$ cat src/pkg/touch_cfg_pkg.sv
// constants, field layouts and types for the touch LED configuration registers
// assumes one 40 MHz system clock and a serial management link of two pins
package touch_cfg_pkg;

  // register offsets
  localparam logic [7:0] OFS_MODE      = 8'h00;
  localparam logic [7:0] OFS_LED_CTRL  = 8'h01;

  // reset values
  localparam logic [2:0] MODE_RESET    = 3'h0;
  localparam logic [7:0] LED_CTRL_RST  = 8'h00;
  localparam logic [7:0] RSVD_READ     = 8'h00;

  // device mode codes
  typedef enum logic [2:0] {
    MODE_NORMAL    = 3'h0,
    MODE_LED_SETUP = 3'h1,
    MODE_DEV_SETUP = 3'h2,
    MODE_PROD_TEST = 3'h3,
    MODE_DEBUG     = 3'h4
  } dev_mode_e;
  localparam logic [2:0] MODE_LAST_VALID = 3'h4;
  localparam int         MODE_W          = 3;

  // led_effect_control layout, bit 7 down to bit 0
  typedef struct packed {
    logic       last_only;
    logic       analog_en;
    logic [1:0] standby_lvl;
    logic       hold_en;
    logic       touch_en;
    logic       pwron_en;
    logic       pwron_seq;
  } led_ctrl_s;

  // standby duty in percent per code
  localparam logic [6:0] DUTY_CODE0 = 7'h00;
  localparam logic [6:0] DUTY_CODE1 = 7'h14;
  localparam logic [6:0] DUTY_CODE2 = 7'h1E;
  localparam logic [6:0] DUTY_CODE3 = 7'h32;

  // timing
  localparam int CLK_PERIOD_NS = 25;
  localparam int FADE_STEP_MS  = 20;
  localparam int FADE_STEP_CYC = (FADE_STEP_MS * 1000000) / CLK_PERIOD_NS;

  // link framing
  localparam logic [3:0] BITS_PER_BYTE = 4'h8;
  localparam logic [3:0] LAST_BIT_IDX  = 4'h7;
  localparam logic [6:0] DEV_ADDR_DEF  = 7'h37;

  // outputs grouped toward the effect engine
  typedef struct packed {
    logic [2:0] mode;
    logic       analog_en;
    logic [6:0] standby_duty;
  } cfg_out_s;

endpackage

$ cat src/verilog/pin_sync.sv
// three-stage input synchroniser with agreement filter
// assumes the input is asynchronous to ref_clk
`timescale 1ns/1ps
module pin_sync
  import touch_cfg_pkg::*;
#(
  parameter logic RESET_LEVEL = 1'b1
) (
  input  wire logic ref_clk,
  input  wire logic rst,
  input  wire logic pin,
  output logic      level
);

  logic s1_reg;
  logic s2_reg;
  logic s3_reg;

  always_ff @(posedge ref_clk) begin
    if (rst) begin
      s1_reg <= RESET_LEVEL;
      s2_reg <= RESET_LEVEL;
      s3_reg <= RESET_LEVEL;
      level  <= RESET_LEVEL;
    end else begin
      s1_reg <= pin;
      s2_reg <= s1_reg;
      s3_reg <= s2_reg;
      if (s2_reg == s3_reg) begin
        level <= s3_reg;
      end
    end
  end

endmodule

$ cat src/verilog/touch_led_mode_config_regs.sv
// mode selector and global LED effect control registers behind the serial link
// assumes buttons and power-on start arrive on ref_clk; scl/sda are external pins
// Notes on behaviour
// - registers take documented values at reset
// - reserved offsets read zero, writes dropped
// - three-bit mode, codes five to seven refused
// - bit 7 limits touch effects to last touched
// - bit 6 enables analog-voltage output use
// - bits 5:4 give standby duty 0/20/30/50
// - bit 3 holds LED after release
// - bit 2 gates touch effect settings
// - bit 1 gates power-on effect settings
// - bit 0 runs power-on outputs in order
// - each fade unit adds 20 ms
`timescale 1ns/1ps
module touch_led_mode_config_regs
  import touch_cfg_pkg::*;
#(
  parameter int         NUM_OUT   = 10,
  parameter int         STEP_CYC  = FADE_STEP_CYC,
  parameter logic [6:0] DEV_ADDR  = DEV_ADDR_DEF
) (
  input  wire logic               ref_clk,
  input  wire logic               rst,
  input  wire logic               scl_in,
  input  wire logic               sda_in,
  output logic                    sda_out,
  output logic                    sda_oe_n,
  input  wire logic [NUM_OUT-1:0] button_in,
  input  wire logic               poweron_start,
  input  wire logic [7:0]         fade_period_one,
  output cfg_out_s                cfg_out,
  output logic [NUM_OUT-1:0]      led_on,
  output logic [NUM_OUT-1:0]      touch_effect_run,
  output logic [NUM_OUT-1:0]      poweron_effect_run
);
  typedef enum logic [2:0] {
    ST_IDLE   = 3'b000,
    ST_ADDR   = 3'b001,
    ST_AACK   = 3'b011,
    ST_RX     = 3'b010,
    ST_RACK   = 3'b110,
    ST_TX     = 3'b111,
    ST_TACK   = 3'b101
  } link_e;
  localparam int          CNT_W    = $clog2(STEP_CYC + 1);
  localparam logic [CNT_W-1:0] STEP_LAST = CNT_W'(STEP_CYC - 1);
  localparam int          IDX_W    = $clog2(NUM_OUT + 1);
  // pin synchronisers
  logic scl_lvl;
  logic sda_lvl;
  logic scl_prev_reg;
  logic sda_prev_reg;
  pin_sync #(.RESET_LEVEL(1'b1)) u_scl_sync (
    .ref_clk (ref_clk),
    .rst     (rst),
    .pin     (scl_in),
    .level   (scl_lvl)
  );
  pin_sync #(.RESET_LEVEL(1'b1)) u_sda_sync (
    .ref_clk (ref_clk),
    .rst     (rst),
    .pin     (sda_in),
    .level   (sda_lvl)
  );
  // link state
  link_e      state_reg;
  logic [7:0] shift_reg;
  logic [3:0] bit_cnt_reg;
  logic       read_reg;
  logic       ptr_phase_reg;
  logic       nack_reg;
  logic [7:0] ptr_reg;
  // register contents
  logic [2:0] mode_reg;
  led_ctrl_s  ctrl_reg;
  wire start_cond = scl_lvl & sda_prev_reg & ~sda_lvl;
  wire stop_cond  = scl_lvl & ~sda_prev_reg & sda_lvl;
  wire scl_rise   = scl_lvl & ~scl_prev_reg;
  wire scl_fall   = ~scl_lvl & scl_prev_reg;
  wire byte_full  = (bit_cnt_reg == BITS_PER_BYTE);
  wire addr_match = (shift_reg[7:1] == DEV_ADDR);
  wire       wr_strobe   = (state_reg == ST_RX) & scl_fall & byte_full & ~ptr_phase_reg;
  wire       wr_mode     = wr_strobe & (ptr_reg == OFS_MODE);
  wire       wr_ctrl     = wr_strobe & (ptr_reg == OFS_LED_CTRL);
  wire       mode_legal  = (shift_reg[2:0] <= MODE_LAST_VALID);
  wire [7:0] rd_data     = (ptr_reg == OFS_MODE)     ? {5'h00, mode_reg} :
                           (ptr_reg == OFS_LED_CTRL) ? ctrl_reg : RSVD_READ;
  always_ff @(posedge ref_clk) begin
    if (rst) begin
      scl_prev_reg <= 1'b1;
      sda_prev_reg <= 1'b1;
    end else begin
      scl_prev_reg <= scl_lvl;
      sda_prev_reg <= sda_lvl;
    end
  end
  // link state machine
  always_ff @(posedge ref_clk) begin
    if (rst) begin
      state_reg     <= ST_IDLE;
      shift_reg     <= 8'h00;
      bit_cnt_reg   <= 4'h0;
      read_reg      <= 1'b0;
      ptr_phase_reg <= 1'b0;
      nack_reg      <= 1'b0;
      ptr_reg       <= 8'h00;
      sda_oe_n      <= 1'b1;
    end else if (start_cond) begin
      state_reg   <= ST_ADDR;
      bit_cnt_reg <= 4'h0;
      sda_oe_n    <= 1'b1;
    end else if (stop_cond) begin
      state_reg <= ST_IDLE;
      sda_oe_n  <= 1'b1;
    end else begin
      unique case (state_reg)
        ST_IDLE: begin
          sda_oe_n <= 1'b1;
        end
        ST_ADDR: begin
          if (scl_rise) begin
            shift_reg   <= {shift_reg[6:0], sda_lvl};
            bit_cnt_reg <= bit_cnt_reg + 4'h1;
          end else if (scl_fall && byte_full) begin
            if (addr_match) begin
              read_reg  <= shift_reg[0];
              sda_oe_n  <= 1'b0;
              state_reg <= ST_AACK;
            end else begin
              state_reg <= ST_IDLE;
            end
          end
        end
        ST_AACK: begin
          if (scl_fall) begin
            bit_cnt_reg <= 4'h0;
            if (read_reg) begin
              shift_reg <= rd_data;
              sda_oe_n  <= rd_data[7];
              ptr_reg   <= ptr_reg + 8'h01;
              state_reg <= ST_TX;
            end else begin
              sda_oe_n      <= 1'b1;
              ptr_phase_reg <= 1'b1;
              state_reg     <= ST_RX;
            end
          end
        end
        ST_RX: begin
          if (scl_rise) begin
            shift_reg   <= {shift_reg[6:0], sda_lvl};
            bit_cnt_reg <= bit_cnt_reg + 4'h1;
          end else if (scl_fall && byte_full) begin
            sda_oe_n  <= 1'b0;
            state_reg <= ST_RACK;
            if (ptr_phase_reg) begin
              ptr_reg <= shift_reg;
            end else begin
              ptr_reg <= ptr_reg + 8'h01;
            end
          end
        end
        ST_RACK: begin
          if (scl_fall) begin
            sda_oe_n      <= 1'b1;
            ptr_phase_reg <= 1'b0;
            bit_cnt_reg   <= 4'h0;
            state_reg     <= ST_RX;
          end
        end
        ST_TX: begin
          if (scl_fall) begin
            if (bit_cnt_reg == LAST_BIT_IDX) begin
              sda_oe_n  <= 1'b1;
              state_reg <= ST_TACK;
            end else begin
              shift_reg   <= {shift_reg[6:0], 1'b0};
              sda_oe_n    <= shift_reg[6];
              bit_cnt_reg <= bit_cnt_reg + 4'h1;
            end
          end
        end
        ST_TACK: begin
          if (scl_rise) begin
            nack_reg <= sda_lvl;
          end else if (scl_fall) begin
            if (nack_reg) begin
              state_reg <= ST_IDLE;
            end else begin
              shift_reg   <= rd_data;
              sda_oe_n    <= rd_data[7];
              ptr_reg     <= ptr_reg + 8'h01;
              bit_cnt_reg <= 4'h0;
              state_reg   <= ST_TX;
            end
          end
        end
        default: begin
          state_reg <= ST_IDLE;
          sda_oe_n  <= 1'b1;
        end
      endcase
    end
  end
  // register writes
  always_ff @(posedge ref_clk) begin
    if (rst) begin
      mode_reg <= MODE_RESET;
      ctrl_reg <= LED_CTRL_RST;
      sda_out  <= 1'b0;
    end else begin
      if (wr_mode && mode_legal) begin
        mode_reg <= shift_reg[2:0];
      end
      if (wr_ctrl) begin
        ctrl_reg <= shift_reg;
      end
    end
  end
  wire [6:0] duty_sel = (ctrl_reg.standby_lvl == 2'h0) ? DUTY_CODE0 :
                        (ctrl_reg.standby_lvl == 2'h1) ? DUTY_CODE1 :
                        (ctrl_reg.standby_lvl == 2'h2) ? DUTY_CODE2 : DUTY_CODE3;
  always_ff @(posedge ref_clk) begin
    if (rst) begin
      cfg_out <= '0;
    end else begin
      cfg_out.mode         <= mode_reg;
      cfg_out.analog_en    <= ctrl_reg.analog_en;
      cfg_out.standby_duty <= duty_sel;
    end
  end
  // 20 ms step tick
  logic [CNT_W-1:0] step_cnt_reg;
  wire              step_tick = (step_cnt_reg == STEP_LAST);
  always_ff @(posedge ref_clk) begin
    if (rst || step_tick) begin
      step_cnt_reg <= '0;
    end else begin
      step_cnt_reg <= step_cnt_reg + CNT_W'(1);
    end
  end
  // last touched button
  logic [NUM_OUT-1:0] btn_prev_reg;
  logic [IDX_W-1:0]   last_idx_reg;
  logic [IDX_W-1:0]   rise_idx;
  logic               any_rise;
  always_comb begin
    rise_idx = last_idx_reg;
    any_rise = 1'b0;
    for (int k = 0; k < NUM_OUT; k++) begin
      if (button_in[k] && !btn_prev_reg[k]) begin
        rise_idx = IDX_W'(k);
        any_rise = 1'b1;
      end
    end
  end
  always_ff @(posedge ref_clk) begin
    if (rst) begin
      btn_prev_reg <= '0;
      last_idx_reg <= '0;
    end else begin
      btn_prev_reg <= button_in;
      if (any_rise) begin
        last_idx_reg <= rise_idx;
      end
    end
  end
  // power-on sequencing
  logic [7:0]       po_wait_reg;
  logic [IDX_W-1:0] po_next_reg;
  logic             po_active_reg;
  wire  [7:0]       po_step_len = (fade_period_one == 8'h00) ? 8'h01 : fade_period_one;
  wire              po_advance  = po_active_reg & step_tick & (po_wait_reg == 8'h01);
  always_ff @(posedge ref_clk) begin
    if (rst || !ctrl_reg.pwron_en) begin
      poweron_effect_run <= '0;
      po_active_reg      <= 1'b0;
      po_next_reg        <= '0;
      po_wait_reg        <= 8'h00;
    end else if (poweron_start) begin
      if (ctrl_reg.pwron_seq) begin
        poweron_effect_run <= NUM_OUT'(1);
        po_next_reg        <= IDX_W'(1);
        po_wait_reg        <= po_step_len;
        po_active_reg      <= (NUM_OUT > 1);
      end else begin
        poweron_effect_run <= '1;
        po_active_reg      <= 1'b0;
      end
    end else if (po_advance) begin
      poweron_effect_run[po_next_reg] <= 1'b1;
      po_next_reg   <= po_next_reg + IDX_W'(1);
      po_wait_reg   <= po_step_len;
      po_active_reg <= (po_next_reg != IDX_W'(NUM_OUT - 1));
    end else if (po_active_reg && step_tick) begin
      po_wait_reg <= po_wait_reg - 8'h01;
    end
  end
  // per-output hold and effect gating
  genvar g;
  generate
    for (g = 0; g < NUM_OUT; g++) begin : g_out
      logic [7:0] hold_reg;
      wire        released = btn_prev_reg[g] & ~button_in[g];
      wire        in_scope = ~ctrl_reg.last_only | (last_idx_reg == IDX_W'(g));
      wire        held     = released & ctrl_reg.hold_en & (fade_period_one != 8'h00);
      wire        lit      = button_in[g] | held | (hold_reg != 8'h00);
      always_ff @(posedge ref_clk) begin
        if (rst) begin
          hold_reg <= 8'h00;
        end else if (button_in[g] || !ctrl_reg.hold_en) begin
          hold_reg <= 8'h00;
        end else if (released) begin
          hold_reg <= fade_period_one;
        end else if (step_tick && hold_reg != 8'h00) begin
          hold_reg <= hold_reg - 8'h01;
        end
      end
      always_ff @(posedge ref_clk) begin
        if (rst) begin
          led_on[g]           <= 1'b0;
          touch_effect_run[g] <= 1'b0;
        end else begin
          led_on[g]           <= lit;
          touch_effect_run[g] <= ctrl_reg.touch_en & in_scope & lit;
        end
      end
    end
  endgenerate
endmodule

$ cat config.mk
export PLATFORM = sky130hd
export DESIGN_NAME = touch_led_mode_config_regs
export DESIGN_NICKNAME = d
export VERILOG_FILES = /design/src/pkg/touch_cfg_pkg.sv /design/src/verilog/pin_sync.sv /design/src/verilog/touch_led_mode_config_regs.sv
export SDC_FILE = /design/constraint.sdc
export NUM_CORES = 1
export LEC_CHECK = 0
export ABC_AREA = 1
export BUFFER_PORTS_ARGS = -buffer_cell sky130_fd_sc_hd__buf_2
export CAP_MARGIN = 0
export CORE_ASPECT_RATIO = 1.5
export CORE_MARGIN = 5
export CORE_UTILIZATION = 55
export DETAILED_ROUTE_END_ITERATION = 8
export PLACE_DENSITY = 0.79
export SLEW_MARGIN = 10
export SYNTH_ARGS = -nofsm -noshare
export SYNTH_HDL_FRONTEND = slang
export SYNTH_SLANG_ARGS = --single-unit
$ cat constraint.sdc
create_clock -name ref_clk -period 2.74 [get_ports ref_clk]
set_input_delay 0.685 -clock ref_clk [delete_from_list [all_inputs] [get_ports ref_clk]]
set_output_delay 0.685 -clock ref_clk [all_outputs]
set_load 0.02 [all_outputs]
; ---- Yosys cells after proc, flatten, opt, wreduce, memory -nomap -nowiden
; Index checks and enable logic that the tools add are counted.
; Widths: inputs -> output; s select.
[classes]
n_addsub = 15
magnitude_cmp = 3
eq_ne = 55
mux = 120
bitwise_logic = 114
reduce_logical = 109
[ops]
columns = cell, n
row1 = $mux 8, 43
row2 = $reduce_bool 8->1, 11
row3 = $sub 8x1->8 const B, 11
row4 = $mux 4, 20
row5 = $and 1x1->1, 63
row6 = $reduce_and 11->1, 4
row7 = $ne 4x4->1 const B, 10
row8 = $mux 3, 12
row9 = $mux 1, 32
row10 = $pmux 8 s4, 1
row11 = $mux 10, 3
row12 = $or 1x1->1, 30
row13 = $ne 2x2->1 const B, 14
row14 = $reduce_or 2->1, 14
row15 = $logic_and 1x1->1, 24
row16 = $pmux 8 s3, 1
row17 = $reduce_bool 2->1, 12
row18 = $pmux 3 s7, 1
row19 = $add 20x1->20 const B, 1
row20 = $eq 20x20->1 const B, 1
row21 = $eq 4x3->1 const B, 5
row22 = $not 1->1, 20
row23 = $eq 8x1->1 const B, 2
row24 = $logic_not 8->1, 2
row25 = other kinds (40), 79
[word_totals]
ff_bits = 215
input_bits = 23
out_inout_bits = 43

; ---- Longest topological paths before layout
; Gate-level depths: netlist (run 1).
[logic_depth]
word_depth = 13
mapped_depth = 14

; ---- Cells and area by module
; A second synthesis (run 1) with hierarchy kept.
[unflattened]
cells_unflattened = 1746
hier_area_um2 = 11669.9
[by_module_without_submodules]
columns = module, n_inst, cells_each, area_per_inst_um2, seq_area_each_um2
row1 = touch_led_mode_config_regs, 1, 1716, 11412.2, 4124.0
row2 = pin_sync, 2, 15, 128.9, 80.1

; ---- Worst setup path before layout (run 1)
; Ideal clock, no wire load.
[synth_path]
path_type = input-to-reg
startpoint = input port fade_period_one[5]
endpoint = register touch_effect_run[2]
t_arrival_ns = 1.623
required_ns = 2.612
slack_ns = 0.990
cell_stages = 10
n_path_buf = 2
cell_sequence = buf_2 inv_1 nand3_1 nor2_1 buf_2 nor3_1 nor2_1 nand2_1 nand3_1 nor2_1
[synth_via]
elab_chain_cells = 5
[synth_rtl]
columns = element, line_no
row1 = "start, declared", touch_led_mode_config_regs.sv:31  ; input wire logic [7:0] fade_period_one,
row2 = $reduce_bool 8->1, touch_led_mode_config_regs.sv:307  ; wire held = released & ctrl_reg.hold_en & (fade_period_one != 8'h00);
row3 = $and 1x1->1, touch_led_mode_config_regs.sv:307
row4 = $or 1x1->1 (2 in series), touch_led_mode_config_regs.sv:308  ; wire lit = button_in[g] | held | (hold_reg != 8'h00);
row5 = $and 1x1->1, touch_led_mode_config_regs.sv:326  ; touch_effect_run[g] <= ctrl_reg.touch_en & in_scope & lit;
row6 = "end signal, assigned by index", touch_led_mode_config_regs.sv:326
row7 = "end, declared", touch_led_mode_config_regs.sv:34  ; output logic [NUM_OUT-1:0] touch_effect_run,
; No other way between the ends.
; A chain may end at the register's enable or synchronous reset.

; ---- Worst setup path in the final report (run 1)
[layout_path]
startpoint = register step_cnt_reg[0]
endpoint = register g_out[3].hold_reg[6]
[layout_via]
elab_chain_cells = 3
[layout_rtl]
columns = element, line_no
row1 = "start, declared", touch_led_mode_config_regs.sv:234  ; logic [CNT_W-1:0] step_cnt_reg;
row2 = "start signal, assigned", touch_led_mode_config_regs.sv:240  ; step_cnt_reg <= step_cnt_reg + CNT_W'(1);
row3 = $eq 20x20->1, touch_led_mode_config_regs.sv:235  ; wire step_tick = (step_cnt_reg == STEP_LAST);
row4 = $logic_and 1x1->1, touch_led_mode_config_regs.sv:316  ; end else if (step_tick && hold_reg != 8'h00) begin
row5 = $reduce_bool 2->1 (no source line), --
row6 = "end signal, assigned", touch_led_mode_config_regs.sv:315  ; hold_reg <= fade_period_one;
row7 = "end signal, assigned", touch_led_mode_config_regs.sv:317  ; hold_reg <= hold_reg - 8'h01;
row8 = "end, declared", touch_led_mode_config_regs.sv:304  ; logic [7:0] hold_reg;
; No other way between the ends.

==> summary.txt, run 1 <==
Critical path
  – Worst reg-to-reg setup slack: between 0.5 and 0.6 ns
  – Worst flop-to-flop path endpoint: g_out[3].hold_reg[6]
  – Critical R2R Launch: step_cnt_reg[0]
  – WP data arrival: about 2.7 ns
  – Nature of the critical path startpoint: flop
  – Required time of the critical path: ~3.2 ns
  – CP Max Fanout: 11
  – Crit path kind: flop to flop
  – Worst R2R Path Depth: 11
  – CP endpoint kind: flop

Clock tree
  – Clk sinks: between 200 and 250
  – Clock-pin slew on the worst setup and hold paths: about 0.060 ns
  – Hold buffers post-CTS: 0
  – H-Tree Level Count: 1
  – Clk_lat worst skew: about 0.51 ns
  – Post-CTS Setup Repair Bufs: 0
  – Post-cts gate resize count: 0
  – Root buf cell: clkbuf_16
  – CTS Buffer Depth: 3
  – CTS buffer count: 22
  – CTS tree: built

Route
  – Met3 wire length: around 1700 um
  – WL met2: approximately 16000 um
  – Via density per instance: approximately 5.5
  – Via Count: between 10000 and 15000
  – Highest metal used: met4
  – Met1 WL: ~12000 um
  – Final ANT Viol Nets: 0
  – Drt total wl: 31930 um
  – Initial DRT Pass Iterations: 5
  – DRC Markers: 0
  – 1st-iter DRT viols: approximately 840
  – Wire per inst: ~15 um

Timing
  – Final Skew: 0.009755 ns
  – Slew Limit Fails: 0
  – RSZ-0062 raised after global routing: false
  – Max Fclk: about 450 MHz
  – Worst Setup Slack, final: approximately 0.52 ns
  – Tightest Pin Transition: 0.6390 ns
  – Final Hold Viols: 0
  – Tcrit/Tclk final: approximately four fifths
  – # setup viols final: 0
  – Setup tns final: 0 ns
  – Min Tclk post-route: 2.225 ns
  – Slew Limit Headroom: 57.25%

Floorplan
  – Die width: roughly 130 um
  – I/O pin count: 66
  – DIE AREA: 24910 um^2
  – DIE HEIGHT: about 190 um
  – Starting Density: a little under three fifths
  – Core area: roughly 22000 um^2
  – Row Count: between 60 and 70

Global routing
  – Vias in the first global route: approximately 11000
  – First-pass GRT wire length: about 52000 um
  – Grt ovf: 0
  – Pin count of the biggest net entering global routing: 43
  – Total track usage: around 25%
  – Initial antenna violation count: 0

Pwr
  – Peak VDD IR: 0.0004423 V
  – Leakage power total: 0.005819 uW
  – Pwr Density: 535.3 nW/um^2

Logic synthesis
  – Gate count of the mapped netlist: ~1800
  – Cell area after synthesis: between 10000 and 15000 um^2
  – Post-synth top area share: between 30 and 40%
  – Register area share after synthesis: between 30 and 40%
  – Area leader, netlist: dfxtp_1
  – Syn avg cell area: 6.682 um^2
  – Cell variety after synth: 47
  – Seq cells post-synth: ~210
  – Top post-synthesis cells by area: dfxtp_1 36%, nand2_1 13%, a21oi_1 7.5%
  – Synth warn: 0

Final layout
  – Fillers: roughly 2000
  – Leading cell types in the layout, fill and taps excluded: 420 x nand2_1, 214 x dfxtp_1, 212 x nor2_1
  – Commonest non-fill, non-tap cell in the layout: nand2_1
  – P&R area growth vs syn: 10.54%
  – Layout Nets: ~1900
  – Max reg flops: 80
  – N_diodes: 0
  – Area occupied by multi-input gates: between 6000 and 7000 um^2
  – Final Util: 61.48%
  – Layout cell share with drive strength beyond 1: 11.38%
  – Final Cell Area: 13250 um^2
  – Sequential cell area: roughly 4300 um^2

Hold path
  – Hold path cells: 2
  – Min-delay src: sda_in
  – Hold endpoint: u_sda_sync.s1_reg
  – Hold Path Class: primary input to flop

Placement
  – Routability cong.: between 0.9 and 1
  – Placed cell area: between 10000 and 15000 um^2
  – Port bufs: 62
  – Pre-CTS setup slack: approximately 0.42 ns
  – Hpwl dp: approximately 23000 um

Flow run
  – Max Cap Viol: 0

Status
  – Status: completed
-- cells by family (layout without fill, tap and decap cells) --
family | Yosys count | in the layout | share of synthesized area, %
simple gates | 903 | 903 | 33.81
compound gates | 316 | 316 | 13.88
buf+inv | 272 | 347 | 8.997
flops | 214 | 214 | 35.74
xor+xnor | 51 | 51 | 3.726
fa+ha+maj | 35 | 35 | 3.653
mux | 2 | 2 | 0.1670
other cells | 1 | 3 | 0.03128
-- worst max-delay path by stage --
stage / start / to / slack (ns) / cells past startpoint
final: step_cnt_reg[0] / g_out[3].hold_reg[6] / 0.52 / 11
after global routing: step_cnt_reg[0] / g_out[3].hold_reg[7] / 0.32 / 11
after CTS: step_cnt_reg[0] / step_cnt_reg[17] / 0.51 / 9
after detailed placement: fade_period_one[1] / touch_effect_run[2] / 0.42 / 10
after global placement: fade_period_one[1] / touch_effect_run[5] / 0.46 / 10
after floorplan: fade_period_one[5] / touch_effect_run[2] / 0.99 / 10
-- where the power goes --
| group | total, uW | switching (uW) | internal, uW |
|---|---|---|---|
| clock network | 2920 | 1230 | 1690 |
| logic | 853 | 581 | 272 |
| registers | 3320 | 111 | 3210 |
-- area by class of cell --
cell class,instances,area share (%)
timing repair buffer,78,3.248
tap,272,2.568
clock buffer,35,5.136
inverter,232,6.590
multi-input combinational,1310,50.05
clock inverter,2,0.07554
sequential,214,32.33
-- synth_stat cells (all sizes together) --
cell type  count
dfxtp        214
xnor2         11
inv          229
nor3          38
mux2i          2
o221a          1
conb           1
ha            35
o21ai        122
o31ai          4
and3           1
nor2         240
nor4           1
nand3b         4
xor2          40
buf           17
nand4         49
clkbuf        23
nor2b          2
nand3        116
nor3b          3
a21oi        182
a21boi         1
a31oi          3
o211ai         3
nand2        430
clkinv         3
or2           19
-- worst max-delay path: stages (launching register included) --
cell and delay (ns):
dfxtp_1 0.35, ha_1 0.17, nand2_1 0.10, nor2_4 0.12, nand2_1 0.14, inv_2 0.11
nand2_2 0.35, nor2_2 0.40, nor2_4 0.11, inv_2 0.09, nand2_1 0.06, a21oi_1 0.13
-- through the flow --
step,total power (uW),instances,hold WS [ns]
6_report,7094,2143,0.3689
5_1_grt,7405,2143,0.3636
4_1_cts,7129,2143,0.3632
3_5_place_dp,4227,2106,0.3944
3_3_place_gp,4214,2106,0.3917
2_1_floorplan,3991,1796,0.3895
-- metal layers --
layer,global-route usage [%],up-vias
li1,-,5910
met1,27.64,5362
met2,47.72,317
met5,0,-
met3,3.335,109
met4,11.76,0
Note: power is estimated with default switching activity, not from simulation.
==> run 2: changes to the inputs <==
ABC_AREA = 0   (was 1)
clock period = 2.05 ns   (was 2.74 ns; I/O delays follow)
==> summary.txt, run 2 <==
Route
  – 1st-iter DRT viols: 897 (+6.3%)
  – Final ANT Viol Nets: 0 (unchanged)
  – Via density per instance: 6.202 (+14%)
  – Initial DRT Pass Iterations: 7 (+2)
  – Drt total wl: 34450 um (+7.9%)
  – Wire per inst: 18.46 um (+24%)
  – DRC Markers: 0 (unchanged)
  – Via Count: 11572 (-1.1%)

Pwr
  – Peak VDD IR: 0.0005803 V (+31%)
  – Pwr Total: 8901 uW (+25%)
  – Pwr Density: 618.8 nW/um^2 (+16%)
  – Leakage power total: 0.005592 uW (-3.9%)

Logic synthesis
  – Syn avg cell area: 8.238 um^2 (+23%)
  – EDFF count, synth: 0 (unchanged)
  – Register area share after synthesis: 37.47% (+1.7 points)
  – Main synth FF type: dfxtp_1
  – Asr flop ratio synth: 0% (unchanged)
  – Seq cells post-synth: 214 (unchanged)
  – Cell variety after synth: 92 (+96%)
  – Top post-synthesis cells by area: dfxtp_1 37%, o21ai_0 5.0%, a21oi_1 4.1%
  – Synth warn: 0 (unchanged)
  – Most numerous cell in the Yosys netlist: dfxtp_1
  – Post-synth top area share: 37.47% (+1.7 points)
  – Area leader, netlist: dfxtp_1
  – Top cells by count, synth: 214 x dfxtp_1, 115 x o21ai_0, 114 x nor2_1
  – Gate count of the mapped netlist: 1388 (-23%)
  – Cell area after synthesis: 11430 um^2 (-4.6%)

Floorplan
  – DIE AREA: 23830 um^2 (-4.3%)
  – DIE HEIGHT: 186.6 um (-2.2%)
  – Die width: 127.7 um (-2.2%)
  – Core area: 20420 um^2 (-5.3%)
  – Starting Density: 56.00% (+0.38 points)
  – Row Count: 64 (-3.0%)
  – I/O pin count: 66 (unchanged)

Timing
  – Max Fclk: 482.7 MHz (+7.4%)
  – Slew Limit Headroom: 62.22% (+5.0 points)
  – Final Hold Viols: 0 (unchanged)
  – Final hold slack: 0.1975 ns (-0.1715 ns)
  – RSZ-0062 raised after global routing: true
  – Slew Limit Fails: 0 (unchanged)
  – Final Skew: 0.01778 ns (+0.008025 ns)
  – Tightest Pin Transition: 0.5615 ns (-0.07750 ns)
  – Worst Setup Slack, final: -0.02172 ns (-0.5370 ns)
  – # setup viols final: 5 (+5)
  – Min Tclk post-route: 2.072 ns (-0.1530 ns)
  – Tcrit/Tclk final: 101.1% (+20 points)

Global routing
  – Vias in the first global route: 11195 (+0.41%)
  – First-pass GRT wire length: 53800 um (+3.1%)
  – GRT met3 Usage: 3.604% (+0.27 points)
  – Met1 Use GR: 29.83% (+2.2 points)
  – Total track usage: 26.77% (+1.3 points)
  – Pin count of the biggest net entering global routing: 42 (-2.3%)
  – Initial antenna violation count: 2 (+2)
  – GR peak layer: met2
  – Met2 GRT Util: 48.63% (+0.91 points)
  – Grt ovf: 0 (unchanged)

Critical path
  – Max stage delay cell, worst path: or4b_4
  – CP endpoint kind: flop
  – CP Max Fanout: 7 (-4)
  – Crit path kind: flop to flop
  – Slowest cell delay on critical path: 0.59 ns (+0.19 ns)
  – CP delay by family, top: simple AND/OR/NAND/NOR gates
  – Nature of the critical path startpoint: flop
  – WP data arrival: 2.45 ns (-0.21 ns)
  – Critical path, cell by cell: or4_4, or4b_4, nand4_1, buf_4, xor2_1, a21oi_1
  – CP bufs+invs: 1 (-1)
  – Required time of the critical path: 2.43 ns (-0.74 ns)

Clock tree
  – CTS buffer count: 22 (unchanged)
  – Clk_lat worst skew: 0.51 ns (about the same)
  – CTS tree: built
  – H-Tree Level Count: 1 (unchanged)
  – CTS Buffer Depth: 3 (unchanged)
  – Root buf cell: clkbuf_16
  – Clk sinks: 214 (unchanged)
  – Clock-pin slew on the worst setup and hold paths: 0.06 ns (about the same)

Placement
  – Pre-CTS setup slack: -0.1009 ns (-0.5223 ns)
  – Port bufs: 62 (unchanged)
  – Hpwl dp: 23250 um (-1.1%)
  – Routability cong.: 0.9226 (+0.74%)

Final layout
  – Area occupied by multi-input gates: 6859 um^2 (+3.4%)
  – Fillers: 1540 (-23%)
  – Sequential cell area: 4299 um^2 (+0.35%)
  – Layout Nets: 1645 (-14%)
  – Commonest non-fill, non-tap cell in the layout: dfxtp_1
  – P&R area growth vs syn: 25.80%
  – Layout cell share with drive strength beyond 1: 24.53% (+13 points)
  – Leading cell types in the layout, fill and taps excluded: 204 x dfxtp_1, 170 x buf_4, 113 x nor2_1
  – N_diodes: 0 (unchanged)
  – Final Util: 70.45% (+9.0 points)
  – Max reg flops: 80 (unchanged)

Status
  – Status: complete, but fails checks
  – Failing checks: setup timing

Hold path
  – Hold Path Class: primary input to flop

Flow run
  – Max Cap Viol: 0 (unchanged)
-- run 2: changes by cell type after synthesis, moves of 27 or more --
cell | previous run | this run
a21oi_1 | 180 | 93
clkbuf_1 | 23 | 52
inv_1 | 200 | 59
inv_2 | 28 | 0
nand2_1 | 420 | 98
nand2b_1 | 0 | 41
nand3_1 | 110 | 44
nor2_1 | 212 | 114
nor4_1 | 1 | 28
-- run 2: worst register-to-register path, delay by kind of cell, from the launching register on --
family                 cells  cell delay, ns
flip-flops                 1            0.32
AND/OR/NAND/NOR            3            1.29
buffers and inverters      1            0.13
XOR/XNOR                   1            0.14
AO/OA/AOI/OAI              1            0.07
-- run 2: area by class of cell --
cell class                 instances  area share [%]
clock buffer                      31           4.627
clock inverter                     8          0.8176
inverter                          59           1.540
multi-input combinational       1041           47.68
sequential                       214           29.89
tap                              264           2.296
timing repair buffer             249           13.15
-- run 2: cells by family after synthesis --
logic type | after synthesis | synth area share, %
XOR/XNOR | 58 | 4.443
AO/OA/AOI/OAI | 359 | 19.73
adder cells (fa/ha/maj) | 35 | 3.830
buffers and inverters | 135 | 5.077
AND/OR/NAND/NOR | 559 | 26.99
flip-flops | 214 | 37.47
other | 1 | 0.03279
multiplexers | 27 | 2.429
-- run 2: layer usage --
| metal | part of all wire (%) | vias to the layer above |
|---|---|---|
| li1 | - | 5492 |
| met1 | 37 | 5436 |
| met2 | 51 | 478 |
| met3 | 6.4 | 162 |
| met4 | 6.4 | 4 |
| met5 | 0.061 | - |
-- run 2: final timing paths --
| check | startpoint | end | slack, ns | depth (start not counted) |
|---|---|---|---|---|
| setup / recovery | g_out[8].hold_reg[3] | g_out[8].hold_reg[2] | -0.02 | 6 |
| hold / removal | scl_in | u_scl_sync.s1_reg | 0.20 | 2 |
| setup reg to reg | g_out[8].hold_reg[3] | g_out[8].hold_reg[2] | -0.02 | 6 |
| hold reg to reg | u_sda_sync.s1_reg | u_sda_sync.s2_reg | 0.41 | 1 |
-- run 2: per-stage QoR --
step                 TNS [ns]  std cells  cell area [um^2]
finish               -0.05516       1866             14390
global route           -1.249       1866             14390
CTS                 -0.007099       1843             13940
detailed placement    -0.6520       1798             13040
global placement     -0.02122       1798             13040
floorplan           -0.004754       1390             11480
-- run 2: where the power goes --
part | switching [uW] | leakage, uW | internal, uW
clock network | 1660 | 0.000387 | 2630
logic | 254 | 0.00347 | 121
registers | 32.2 | 0.00174 | 4200
total | 1950 | 0.00559 | 6950
-- run 2: what timing repair did --
action	4_1_cts	5_1_grt
cloned	1	1
setup endpoints to repair	27	79
pin swaps	4	40
resized for setup	17	62
setup buffers	5	22
hold endpoints to repair	0	0
hold buffers	0	0
==> run 3: changes to the inputs <==
CORE_UTILIZATION = 50   (was 55)
PLACE_DENSITY = 0.73   (was 0.79)
==> summary.txt, run 3 (same netlist as run 2, synthesis figures left out) <==
Status
  – Status: complete, but fails checks
  – Failing checks: setup timing

Floorplan
  – Row Count: 67 (+4.7%)
  – Die width: 133.5 um (+4.5%)
  – DIE HEIGHT: 195.2 um (+4.6%)
  – Core area: 22470 um^2 (+10%)
  – I/O pin count: 66 (unchanged)
  – Starting Density: 50.90% (-5.1 points)
  – DIE AREA: 26060 um^2 (+9.3%)

Final layout
  – Final Cell Area: 14260 um^2 (-0.90%)
  – P&R area growth vs syn: 24.67%
  – Layout Nets: 1641 (-0.24%)
  – Leading cell types in the layout, fill and taps excluded: 199 x dfxtp_1, 169 x buf_4, 112 x nor2_1
  – Non-filler cells, final: 1872 (+0.32%)
  – Commonest non-fill, non-tap cell in the layout: dfxtp_1
  – N_diodes: 0 (unchanged)
  – Final Util: 63.46% (-7.0 points)
  – Layout cell share with drive strength beyond 1: 24.56% (+0.030 points)
  – Max reg flops: 80 (unchanged)

Global routing
  – Grt ovf: 0 (unchanged)
  – First-pass GRT wire length: 53270 um (-0.99%)
  – Initial antenna violation count: 2 (unchanged)
  – Pin count of the biggest net entering global routing: 46 (+9.5%)
  – Vias in the first global route: 11079 (-1.0%)
  – Total track usage: 24.36% (-2.4 points)

Clock tree
  – Clock-pin slew on the worst setup and hold paths: 0.06 ns (about the same)
  – CTS tree: built
  – H-Tree Level Count: 1 (unchanged)
  – Clk_lat worst skew: 0.51 ns (about the same)
  – CTS Buffer Depth: 3 (unchanged)
  – CTS buffer count: 22 (unchanged)
  – Root buf cell: clkbuf_16
  – Hold buffers post-CTS: 0 (unchanged)
  – Clk sinks: 214 (unchanged)

Pwr
  – Pwr Density: 600.0 nW/um^2 (-3.0%)
  – Peak VDD IR: 0.0005869 V (+1.1%)
  – Leakage power total: 0.005526 uW (-1.2%)

Timing
  – Tightest Pin Transition: 0.6594 ns (+0.09786 ns)
  – Final Skew: 0.009567 ns (-0.008212 ns)
  – RSZ-0062 raised after global routing: true
  – Max Fclk: 484.4 MHz (+0.36%)
  – Slew Limit Headroom: 55.95% (-6.3 points)
  – Tcrit/Tclk final: 100.7% (-0.36 points)
  – # setup viols final: 1 (-4)
  – Worst Setup Slack, final: -0.01432 ns (+0.007398 ns)
  – Setup tns final: -0.01432 ns (+0.04084 ns)
  – Slew Limit Fails: 0 (unchanged)
  – Final Hold Viols: 0 (unchanged)
  – Min Tclk post-route: 2.064 ns (-0.007398 ns)
  – Final hold slack: 0.1878 ns (-0.009671 ns)

Route
  – Wire per inst: 18.29 um (-0.94%)
  – Via density per instance: 6.129 (-1.2%)
  – DRC Markers: 0 (unchanged)
  – Drt total wl: 34240 um (-0.62%)
  – Initial DRT Pass Iterations: 5 (-2)
  – Via Count: 11473 (-0.86%)
  – Final ANT Viol Nets: 0 (unchanged)
  – 1st-iter DRT viols: 919 (+2.5%)

Hold path
  – Hold path cells: 2 (unchanged)
  – Hold Path Class: primary input to flop

Placement
  – Dpl cells: 1809 (+0.61%)
  – Hpwl dp: 23390 um (+0.61%)
  – Port bufs: 62 (unchanged)
  – Placed cell area: 13030 um^2 (-0.13%)
  – Routability cong.: 0.9699 (+5.1%)

Critical path
  – CP endpoint kind: flop
  – Critical Path End: g_out[8].hold_reg[5]
  – WP data arrival: 2.52 ns (+0.07 ns)
  – Crit path launch: g_out[8].hold_reg[5]
  – Crit path kind: flop to flop
  – Worst flop-to-flop path endpoint: g_out[8].hold_reg[5]
  – Required time of the critical path: 2.51 ns (+0.08 ns)
  – CP Max Fanout: 7 (unchanged)
  – Worst reg-to-reg setup slack: -0.01 ns (about the same)
  – Critical R2R Launch: g_out[8].hold_reg[5]
  – Worst R2R Path Depth: 5 (-1)
  – Nature of the critical path startpoint: flop

Flow run
  – Max Cap Viol: 0 (unchanged)
[run 3: layout make-up]
cell class | instances | area, um^2
clock inverters | 6 | 66.31
multi-input cells | 1041 | 6860
repair buffers | 245 | 1826
fillers | 1880 | 8210
well taps | 276 | 345.3
clock buffers | 31 | 634.4
inverters | 59 | 221.5
flip-flops and latches | 214 | 4303
[run 3: worst min-delay path by stage]
stage,start,slack (ns),end
5_1_grt,scl_in,0.19,u_scl_sync.s1_reg
4_1_cts,sda_in,0.17,u_sda_sync.s1_reg
3_3_place_gp,u_sda_sync.s1_reg,0.40,u_sda_sync.s2_reg
2_1_floorplan,u_scl_sync.s1_reg,0.39,u_scl_sync.s2_reg
6_report,scl_in,0.19,u_scl_sync.s1_reg
3_5_place_dp,u_sda_sync.s1_reg,0.39,u_sda_sync.s2_reg
[run 3: timing repair]
item	in CTS	in global routing
setup endpoints to repair	37	83
hold endpoints to repair	0	0
pin swaps	11	49
cloned	0	3
setup buffers	9	15
resized for setup	23	65
[run 3: per-stage QoR]
stage | setup WS [ns] | power [uW]
6_report | -0.01432 | 8554
5_1_grt | -0.07711 | 8797
4_1_cts | -0.06961 | 8593
3_5_place_dp | -0.09334 | 4666
3_3_place_gp | -0.03719 | 4661
2_1_floorplan | -0.004754 | 4510
[run 3: worst max-delay path, cell delays in order, from the launching register on]
cell and delay [ns]:
dfxtp_2 0.32, or4_4 0.53, or4b_4 0.59, nand4_1 0.16
mux2_2 0.35, nand2_1 0.06
[run 3: metal layers]
| layer | wire (um) | part of all wire, % | global-route usage, % |
|---|---|---|---|
| met2 | 17030 | 50 | 43.44 |
| met1 | 12950 | 38 | 26.80 |
| met4 | 2303 | 6.7 | 15.29 |
| met3 | 1927 | 5.6 | 3.785 |
| met5 | 27 | 0.079 | 0 |
[run 3: where the power goes]
group / internal [uW] / switching, uW / leakage (uW)
sequential: 4200 / 31.7 / 0.00174
combinational: 112 / 247 / 0.00344
clock: 2280 / 1690 / 0.000348
